`src/design/ras_pkg.sv`:
```
// constants shared by the return-address stack and its entry memory
//
// Overview of operation
// - exactly four entries hold saved program counters
// - three-bit pointer resets to 111, meaning empty
// - entry is 10 bits, high and low registers
// - push decrements pointer, pop increments it
// - call or interrupt entry pushes the PC
// - pops return entries last in, first out
// - pointer at 0DFH, entries in bank 0
// - pointer bit 7 is global interrupt enable
// - pushes fill entries 0..3; fifth push overflows
// - both return kinds pop and restore the PC
// - pop increments pointer, loads saved value out
// - entries reset to 0; upper high bits unimplemented
// - program counter is 10 bits, 2 high plus 8 low
package ras_pkg;
  localparam int          PC_W          = 10;
  localparam int          PC_HI_W       = 2;
  localparam int          DEPTH         = 4;
  localparam int          IDX_W         = 2;
  localparam int          PTR_W         = 3;
  localparam int          IRQ_EN_BIT    = 7;
  localparam logic [7:0]  PTR_ADDR      = 8'hDF;
  localparam logic [4:0]  STK_ADDR_TAG  = 5'h1F;
  localparam logic [2:0]  PTR_RESET     = 3'h7;
  localparam logic [2:0]  PTR_FULL      = 3'h3;
  localparam logic        IRQ_EN_RESET  = 1'b0;
  localparam logic [9:0]  PC_RESET      = 10'h000;
  localparam logic [7:0]  RDATA_RESET   = 8'h00;
endpackage

```
`src/design/return_address_stack.sv`:
```
// four-level return-address stack with pointer and interrupt enable register
`timescale 1ns/1ps
module return_address_stack
  import ras_pkg::*;
(
  input  wire logic            i_clk,              // core instruction clock
  input  wire logic            i_rstn,             // system reset, active low
  input  wire logic            i_ce,               // clock enable, freezes state
  input  wire logic            i_push,             // call or interrupt entry
  input  wire logic            i_pop_sub,          // return from subroutine
  input  wire logic            i_pop_irq,          // return from interrupt
  input  wire logic [PC_W-1:0] i_pc,               // program counter to save
  input  wire logic [7:0]      i_reg_addr,         // bank 0 system register address
  input  wire logic            i_reg_wr,           // register write strobe
  input  wire logic            i_reg_rd,           // register read strobe
  input  wire logic [7:0]      i_reg_wdata,        // register write data
  output logic      [7:0]      o_reg_rdata,        // register read data
  output logic                 o_reg_rvalid,       // read data valid pulse
  output logic      [PC_W-1:0] o_pc_restore,       // restored program counter
  output logic                 o_restore_valid,    // restore valid pulse
  output logic                 o_restore_from_irq, // restore was an irq return
  output logic      [PTR_W-1:0] o_stack_ptr,       // current pointer
  output logic                 o_global_irq_enable, // interrupt enable bit
  output logic                 o_stack_overflow    // pointer below full level
);
  logic             rst_meta_ff;
  logic             rst_sync_ff;
  logic [PTR_W-1:0] ptr_ff;
  logic [PTR_W-1:0] nxt_ptr;
  logic             irq_en_ff;
  logic             nxt_irq_en;
  logic             ovf_ff;
  logic             rd_ptr_ff;
  logic             rd_stk_ff;
  logic             rd_hi_ff;
  logic             rd_val_ff;
  logic [7:0]       ptr_snap_ff;
  logic [7:0]       rdata_ff;
  logic             rvalid_ff;
  logic             rst_valid_ff;
  logic             rst_irq_ff;
  logic [PC_W-1:0]  mem_a;
  logic [PC_W-1:0]  mem_b;

  ////////////////////////////////////////////////////////////////////////////
  // reset release; not gated by clock enable so release always completes
  always_ff @(posedge i_clk or negedge i_rstn) begin
    if (!i_rstn) begin
      rst_meta_ff <= 1'b0;
      rst_sync_ff <= 1'b0;
    end else begin
      rst_meta_ff <= 1'b1;
      rst_sync_ff <= rst_meta_ff;
    end
  end

  ////////////////////////////////////////////////////////////////////////////
  wire             pop        = i_pop_sub | i_pop_irq;
  wire             do_push    = i_push;
  wire             do_pop     = pop & ~i_push;
  wire             is_ptr     = (i_reg_addr == PTR_ADDR);
  wire             is_stk     = (i_reg_addr[7:3] == STK_ADDR_TAG);
  wire             stk_hi     = i_reg_addr[0];
  wire [IDX_W-1:0] stk_idx    = i_reg_addr[2:1];
  wire             ptr_wr     = i_reg_wr & is_ptr;
  // entries fill 0..3 as the pointer walks 111 down to 011
  wire [IDX_W-1:0] push_idx   = ~ptr_ff[IDX_W-1:0];
  wire             push_ok    = do_push & ptr_ff[PTR_W-1];
  wire [PTR_W-1:0] ptr_up     = ptr_ff + 3'h1;
  wire [PTR_W-1:0] ptr_dn     = ptr_ff - 3'h1;
  wire [IDX_W-1:0] pop_idx    = ~ptr_up[IDX_W-1:0];
  // a push with pointer bit 2 set owns the single write port; a register write that cycle is lost
  wire             stk_wr     = i_reg_wr & is_stk & ~push_ok;
  wire             we_hi      = push_ok | (stk_wr & stk_hi);
  wire             we_lo      = push_ok | (stk_wr & ~stk_hi);
  wire [IDX_W-1:0] waddr      = push_ok ? push_idx : stk_idx;
  wire [PC_W-1:0]  wdata      = push_ok ? i_pc : {i_reg_wdata[PC_HI_W-1:0], i_reg_wdata};
  wire [7:0]       ptr_view   = {irq_en_ff, 4'h0, ptr_ff};
  wire [7:0]       stk_view   = rd_hi_ff ? {6'h00, mem_b[PC_W-1:PC_W-PC_HI_W]}
                                         : mem_b[PC_W-PC_HI_W-1:0];
  wire [7:0]       rdata_sel  = rd_stk_ff ? stk_view : (rd_ptr_ff ? ptr_snap_ff : 8'h00);
  wire             ovf_next   = ~nxt_ptr[PTR_W-1] & (nxt_ptr != PTR_FULL);

  ////////////////////////////////////////////////////////////////////////////
  // hardware stack motion takes priority over a software pointer write
  always_comb begin
    nxt_ptr = ptr_ff;
    nxt_irq_en = irq_en_ff;
    if (ptr_wr) begin
      nxt_irq_en = i_reg_wdata[IRQ_EN_BIT];
    end
    if (do_push) begin
      nxt_ptr = ptr_dn;
    end else if (do_pop) begin
      nxt_ptr = ptr_up;
    end else if (ptr_wr) begin
      nxt_ptr = i_reg_wdata[PTR_W-1:0];
    end
  end

  always_ff @(posedge i_clk or negedge rst_sync_ff) begin
    if (!rst_sync_ff) begin
      ptr_ff <= PTR_RESET;
      irq_en_ff <= IRQ_EN_RESET;
      ovf_ff <= 1'b0;
    end else if (i_ce) begin
      ptr_ff <= nxt_ptr;
      irq_en_ff <= nxt_irq_en;
      ovf_ff <= ovf_next;
    end
  end

  ////////////////////////////////////////////////////////////////////////////
  // register reads answer two edges later: one for the memory's read latency, one for the output register
  always_ff @(posedge i_clk or negedge rst_sync_ff) begin
    if (!rst_sync_ff) begin
      rd_ptr_ff    <= 1'b0;
      rd_stk_ff    <= 1'b0;
      rd_hi_ff     <= 1'b0;
      rd_val_ff    <= 1'b0;
      ptr_snap_ff  <= RDATA_RESET;
      rdata_ff     <= RDATA_RESET;
      rvalid_ff    <= 1'b0;
    end else if (i_ce) begin
      rd_ptr_ff    <= i_reg_rd & is_ptr;
      rd_stk_ff    <= i_reg_rd & is_stk;
      rd_hi_ff     <= stk_hi;
      rd_val_ff    <= i_reg_rd;
      ptr_snap_ff  <= ptr_view;
      rdata_ff     <= rdata_sel;
      rvalid_ff    <= rd_val_ff;
    end
  end

  always_ff @(posedge i_clk or negedge rst_sync_ff) begin
    if (!rst_sync_ff) begin
      rst_valid_ff <= 1'b0;
      rst_irq_ff   <= 1'b0;
    end else if (i_ce) begin
      rst_valid_ff <= do_pop;
      rst_irq_ff   <= do_pop & i_pop_irq;
    end
  end

  ////////////////////////////////////////////////////////////////////////////
  stack_mem u_mem (
    .i_clk     (i_clk),
    .i_rstn    (rst_sync_ff),
    .i_ce      (i_ce),
    .i_we_hi   (we_hi),
    .i_we_lo   (we_lo),
    .i_waddr   (waddr),
    .i_wdata   (wdata),
    .i_raddr_a (pop_idx),
    .i_raddr_b (stk_idx),
    .o_rdata_a (mem_a),
    .o_rdata_b (mem_b)
  );

  assign o_reg_rdata         = rdata_ff;
  assign o_reg_rvalid        = rvalid_ff;
  assign o_pc_restore        = mem_a;
  assign o_restore_valid     = rst_valid_ff;
  assign o_restore_from_irq  = rst_irq_ff;
  assign o_stack_ptr         = ptr_ff;
  assign o_global_irq_enable = irq_en_ff;
  assign o_stack_overflow    = ovf_ff;
endmodule // return_address_stack

```
`src/design/stack_mem.sv`:
```
// four-entry storage for saved program counters, registered read ports
`timescale 1ns/1ps
module stack_mem
  import ras_pkg::*;
(
  input  wire logic             i_clk,     // core clock
  input  wire logic             i_rstn,    // synchronised reset, active low
  input  wire logic             i_ce,      // clock enable
  input  wire logic             i_we_hi,   // write bits 9:8
  input  wire logic             i_we_lo,   // write bits 7:0
  input  wire logic [IDX_W-1:0] i_waddr,   // write entry
  input  wire logic [PC_W-1:0]  i_wdata,   // write data
  input  wire logic [IDX_W-1:0] i_raddr_a, // pop read entry
  input  wire logic [IDX_W-1:0] i_raddr_b, // register read entry
  output logic      [PC_W-1:0]  o_rdata_a, // pop read data, registered
  output logic      [PC_W-1:0]  o_rdata_b  // register read data, registered
);
  logic [PC_W-1:0] entry_ff [DEPTH];
  logic [PC_W-1:0] rdata_a_ff;
  logic [PC_W-1:0] rdata_b_ff;

  ////////////////////////////////////////////////////////////////////////////
  genvar g;
  generate
    for (g = 0; g < DEPTH; g++) begin : g_entry
      always_ff @(posedge i_clk or negedge i_rstn) begin
        if (!i_rstn) begin
          entry_ff[g] <= PC_RESET;
        end else if (i_ce && i_waddr == IDX_W'(g)) begin
          if (i_we_hi) begin
            entry_ff[g][PC_W-1:PC_W-PC_HI_W] <= i_wdata[PC_W-1:PC_W-PC_HI_W];
          end
          if (i_we_lo) begin
            entry_ff[g][PC_W-PC_HI_W-1:0] <= i_wdata[PC_W-PC_HI_W-1:0];
          end
        end
      end
    end
  endgenerate

  ////////////////////////////////////////////////////////////////////////////
  always_ff @(posedge i_clk or negedge i_rstn) begin
    if (!i_rstn) begin
      rdata_a_ff <= PC_RESET;
      rdata_b_ff <= PC_RESET;
    end else if (i_ce) begin
      rdata_a_ff <= entry_ff[i_raddr_a];
      rdata_b_ff <= entry_ff[i_raddr_b];
    end
  end

  assign o_rdata_a = rdata_a_ff;
  assign o_rdata_b = rdata_b_ff;
endmodule // stack_mem

```
`config.mk`:
```
export PLATFORM = sky130hd
export DESIGN_NAME = return_address_stack
export DESIGN_NICKNAME = d
export VERILOG_FILES = /design/src/design/ras_pkg.sv /design/src/design/return_address_stack.sv /design/src/design/stack_mem.sv
export SDC_FILE = /design/constraint.sdc
export NUM_CORES = 1
export LEC_CHECK = 0
export ABC_AREA = 1
export BUFFER_PORTS_ARGS = -buffer_cell sky130_fd_sc_hd__buf_2
export CORE_ASPECT_RATIO = 1.5
export CORE_UTILIZATION = 57
export CTS_CLUSTER_SIZE = 24
export DETAILED_ROUTE_END_ITERATION = 16
export HOLD_SLACK_MARGIN = 0.03
export PLACE_DENSITY = 0.88
export SETUP_SLACK_MARGIN = 0.05
export SLEW_MARGIN = 15
export SYNTH_ARGS = -nofsm -noshare
export SYNTH_HDL_FRONTEND = slang
export SYNTH_SLANG_ARGS = --single-unit
```
`constraint.sdc`:
```
create_clock -name i_clk -period 3.75 [get_ports i_clk]
set_clock_uncertainty 0.1 [all_clocks]
set_input_delay 0.1875 -clock i_clk [delete_from_list [all_inputs] [get_ports i_clk]]
set_output_delay 0.1875 -clock i_clk [all_outputs]
set_load 0.005 [all_outputs]
```
==> results by stage <==
Global route:
- The largest net degree at the start of global routing is between 80 and 90.
- Summed over all layers, the global routing overflow is 0.
- The initial antenna violation count came to 0.
- The first-pass GRT wire length is ~17000 µm.
- The number of global-route vias before repair is approximately 3.5k.
- Global routing used ~28% of the available tracks.

Drt:
- The post-route DRC violation count is 0.
- The detailed-route vias per instance is approximately 5.8.
- The total vias in the final route is 3648.
- The number of detailed-route iterations in the first pass is 5.
- For this block, the routed nets add up to ~10000 µm of wire.
- After detailed routing, the average wire length per cell comes to approximately 16 µm.
- The starting DRC count in detailed routing is 422.
- The remaining antenna violation count after routing is 0.

Place:
- After legalization and detailed placement, the total HPWL measured about 6800 µm.
- The congestion estimate from routability-driven global placement came to about 0.83.
- The number of buffers added on ports is 59.

Finish:
- Leaving out fill and tap cells, the most frequent cells in the layout are 101 x nand2_1, 82 x dfrtp_1, 59 x buf_2, 49 x o21ai_0, 41 x inv_1.
- The proportion of layout cells with a drive suffix above 1 is 18.94%.
- The synthesis-to-finish area growth is 13.76%.
- The repair_antennas step left the layout with diodes totalling 0.
- Leaving out fill and tap cells, the most frequent cell in the layout is nand2_1.
- The layout net count is between 500 and 600.

Clocking:
- The number of post-CTS setup repair buffers is 0.
- The total number of H-tree levels is 3.
- After clock tree synthesis, the clock-pin slew on the worst setup and hold paths is about 0.090 ns.
- The clock tree from TritonCTS is done.
- The number of sinks driven by the clock tree is 86.
- Clock latency on the worst-skew pair, taken at its later pin, is around 0.37 ns.
- The maximum buffer depth of the clock tree is 2.
- In this run, CTS created clock tree buffers numbering 9.
- Clock tree synthesis selected as its root buffer the cell clkbuf_8.

Yosys:
- Yosys printed 0 warnings.
- Of all flip-flops after synthesis, the portion carrying an async set or reset was between 90% and 100%.
- The synthesized design contains 0 enable-type register cells.
- The post-synthesis cell count is 493.
- Summing the sequential cell areas from Yosys gives between 50% and 60% of the chip area.
- The number of distinct library cells after synthesis is 36.
- In the synthesized netlist the dominant register cell turns out to be dfrtp_1.
- Summing every instance area after synthesis gives 4146 µm².
- The average instance in the mapped netlist occupies about 8.4 µm².
- Counting every net in the synthesized netlist gives ~530.
- After synthesis the netlist holds a flip-flop and latch count of 86.

Timing:
- Setup total negative slack on the finished layout was measured at 0 ns.
- The post-layout minimum cycle time is between 2 and 2.5 ns.
- At the pin with the least slew margin, the transition time is 1.054 ns.
- Setup repair after global routing left no endpoint under its margin.
- Setup violations remaining at the end of the flow were counted as 0.
- The tightest slew margin relative to the limit is between 20 and 30%.
- The number of pins with negative max-slew slack in the final report came to 0.
- The total count of hold-check failures in the final report was 0.
- For this run, the top clock speed supported by timing is approximately 0.44 GHz.
- The final cycle utilization of the critical path is between 60% and 70%.

Worst setup path:
- The element type at the critical path end is a flip-flop.
- The critical path is of the flip-flop to flip-flop type.
- The worst register-to-register path begins at o_stack_ptr[0]$_DFFE_PN1P_.
- The logic depth of the worst register-to-register path is 8.
- In this run the worst path has a maximum fanout of 24.
- The setup slack on the worst flop-to-flop path is between 1 and 1.5 ns.
- The required time of the critical path is around 3.9 ns.
- The endpoint identified for the worst register-to-register timing path is o_stack_overflow$_DFFE_PN0P_.
- The worst setup path is launched from a flip-flop.
- STA puts the critical path data arrival time at about 2.4 ns.

Floorplanning:
- The horizontal extent of the die is approximately 72 µm.
- After floorplanning, the core was divided into 37 placement rows.
- The initial standard-cell utilization of the core is about three fifths.
- The region available for standard cell placement spans about 6900 µm².
- 60 I/O pins were placed.
- From bottom edge to top edge, the die measures ~110 µm.
- The die outline area is 7627 µm².

Job:
- The count of maximum capacitance violations is 0.

Power and ir drop:
- The power density relative to cell area is between 600 and 700 nW/µm².
- Summed over all cells, the static leakage comes to 2.280 nW.
- The design draws 3.060 mW.
- The worst-case IR drop observed on VDD is 0.0002924 V.

Hold path:
- The worst hold path terminates at u_mem.entry_ff[35]$_DFFE_PN0P_.
- The path class of the tightest hold or removal check is primary input to flip-flop.
- The depth of the worst hold-timing path is 3.
- The startpoint identified for the worst hold timing path is i_pc[5].

Outcome:
- The flow ran to the end, and the final reports show no timing, DRC or antenna violations.
## per-stage QoR
step           std cells  util [%]  hold WS, ns  setup slack [ns]  area (µm²)
3_3_place_gp         605     63.71      -0.1285             1.612        4424
5_1_grt              627     67.93       0.1089             1.364        4717
4_1_cts              627     67.93      0.09171             1.523        4717
3_5_place_dp         605     63.71      -0.1259             1.537        4424
6_report             627     67.93      0.09016             1.479        4717
2_1_floorplan        493         -      -0.2081             1.083        4146
## where the power goes
part	switching [mW]	leakage, nW	total [mW]	internal, mW
Sequential	0.234	1.07	1.47	1.23
Clock	0.330	0.116	0.741	0.411
Combinational	0.507	1.10	0.850	0.343
Total	1.07	2.28	3.06	1.99
## layer usage
layer / vias to the layer above / share of wire [%] / global-route usage, %
met5: - / 0 / 0
met4: 0 / 2.9 / 12.32
met3: 23 / 5.5 / 5.403
met2: 151 / 51 / 46.56
met1: 1733 / 41 / 36.21
li1: 1741 / - / -
## state kept, by name (all words and copies together) (netlist names)
signal	flops
o_stack_overflow	1
u_mem.entry_ff	40
o_restore_valid	1
u_mem.o_rdata_a	10
o_reg_rvalid	1
rst_sync_ff	1
u_mem.o_rdata_b	10
o_restore_from_irq	1
rst_meta_ff	1
rd_ptr_ff	1
ptr_snap_ff	4
rd_hi_ff	1
o_stack_ptr	3
rd_val_ff	1
o_global_irq_enable	1
o_reg_rdata	8
rd_stk_ff	1
## how the worst max path moves through the flow
stage	startpoint	to	slack (ns)	cells after the start
6_report	o_stack_ptr[0]$_DFFE_PN1P_	o_stack_overflow$_DFFE_PN0P_	1.48	8
5_1_grt	o_stack_ptr[0]$_DFFE_PN1P_	o_stack_overflow$_DFFE_PN0P_	1.36	8
4_1_cts	o_stack_ptr[0]$_DFFE_PN1P_	o_stack_overflow$_DFFE_PN0P_	1.52	8
3_5_place_dp	o_stack_ptr[0]$_DFFE_PN1P_	o_stack_overflow$_DFFE_PN0P_	1.54	8
3_3_place_gp	o_stack_ptr[0]$_DFFE_PN1P_	o_stack_overflow$_DFFE_PN0P_	1.61	8
2_1_floorplan	rst_sync_ff$_DFF_PN0_	o_global_irq_enable$_DFFE_PN0P_	1.08	0
## layout make-up
type                       count  area, µm²
timing repair buffer          67      370.4
sequential                    86       2160
multi-input combinational    335       1688
fill                         541       2227
tap                           78      97.59
inverter                      45      168.9
clock inverter                 5      81.33
clock buffer                  11      151.4
## Yosys cell counts (2+ instances only)
cell	count	area [µm²]
a31oi_1	20	125.1
ha_1	2	25.02
clkbuf_1	19	71.32
nand2_1	101	379.1
inv_1	41	153.9
o21ai_1	35	175.2
mux2i_1	6	60.06
a21oi_1	37	185.2
dfstp_2	3	78.83
nand2_2	5	31.28
o21ai_0	49	245.2
buf_2	2	10.01
nand4_1	2	12.51
o21ai_2	6	52.55
dfrtp_1	83	2077
nand3_1	10	50.05
o221ai_1	2	17.52
o211ai_1	10	75.07
xnor2_1	2	17.52
nor2_2	3	18.77
inv_2	3	11.26
buf_4	2	15.01
buf_6	3	33.78
nor2_1	35	131.4
## repair_timing
item                                   CTS  global route
endpoints found under the hold margin    8             0
hold buffers                             6             0
gates resized for setup                  0             0
## kinds of logic after synthesis
kind of cell / after synthesis / synth area share (%)
muxes: 7 / 1.720
other: 1 / 0.09044
AOI/OAI and AO/OA: 162 / 21.85
buffers and inverters: 72 / 7.302
and+or+nand+nor: 161 / 16.02
DFF: 86 / 51.99
xor gates and xnor gates: 2 / 0.4225
adders and majority gates: 2 / 0.6034
## worst max-delay path, stage by stage (launching register included)
cell and delay, ns:
dfstp_2 0.54, inv_2 0.15, ha_1 0.80, nor2_1 0.08, a21oi_1 0.12, o21bai_1 0.15, nand2_1 0.10, nand2_1 0.07
nand2_1 0.05
No activity file was read; power rests on OpenSTA's default activity.
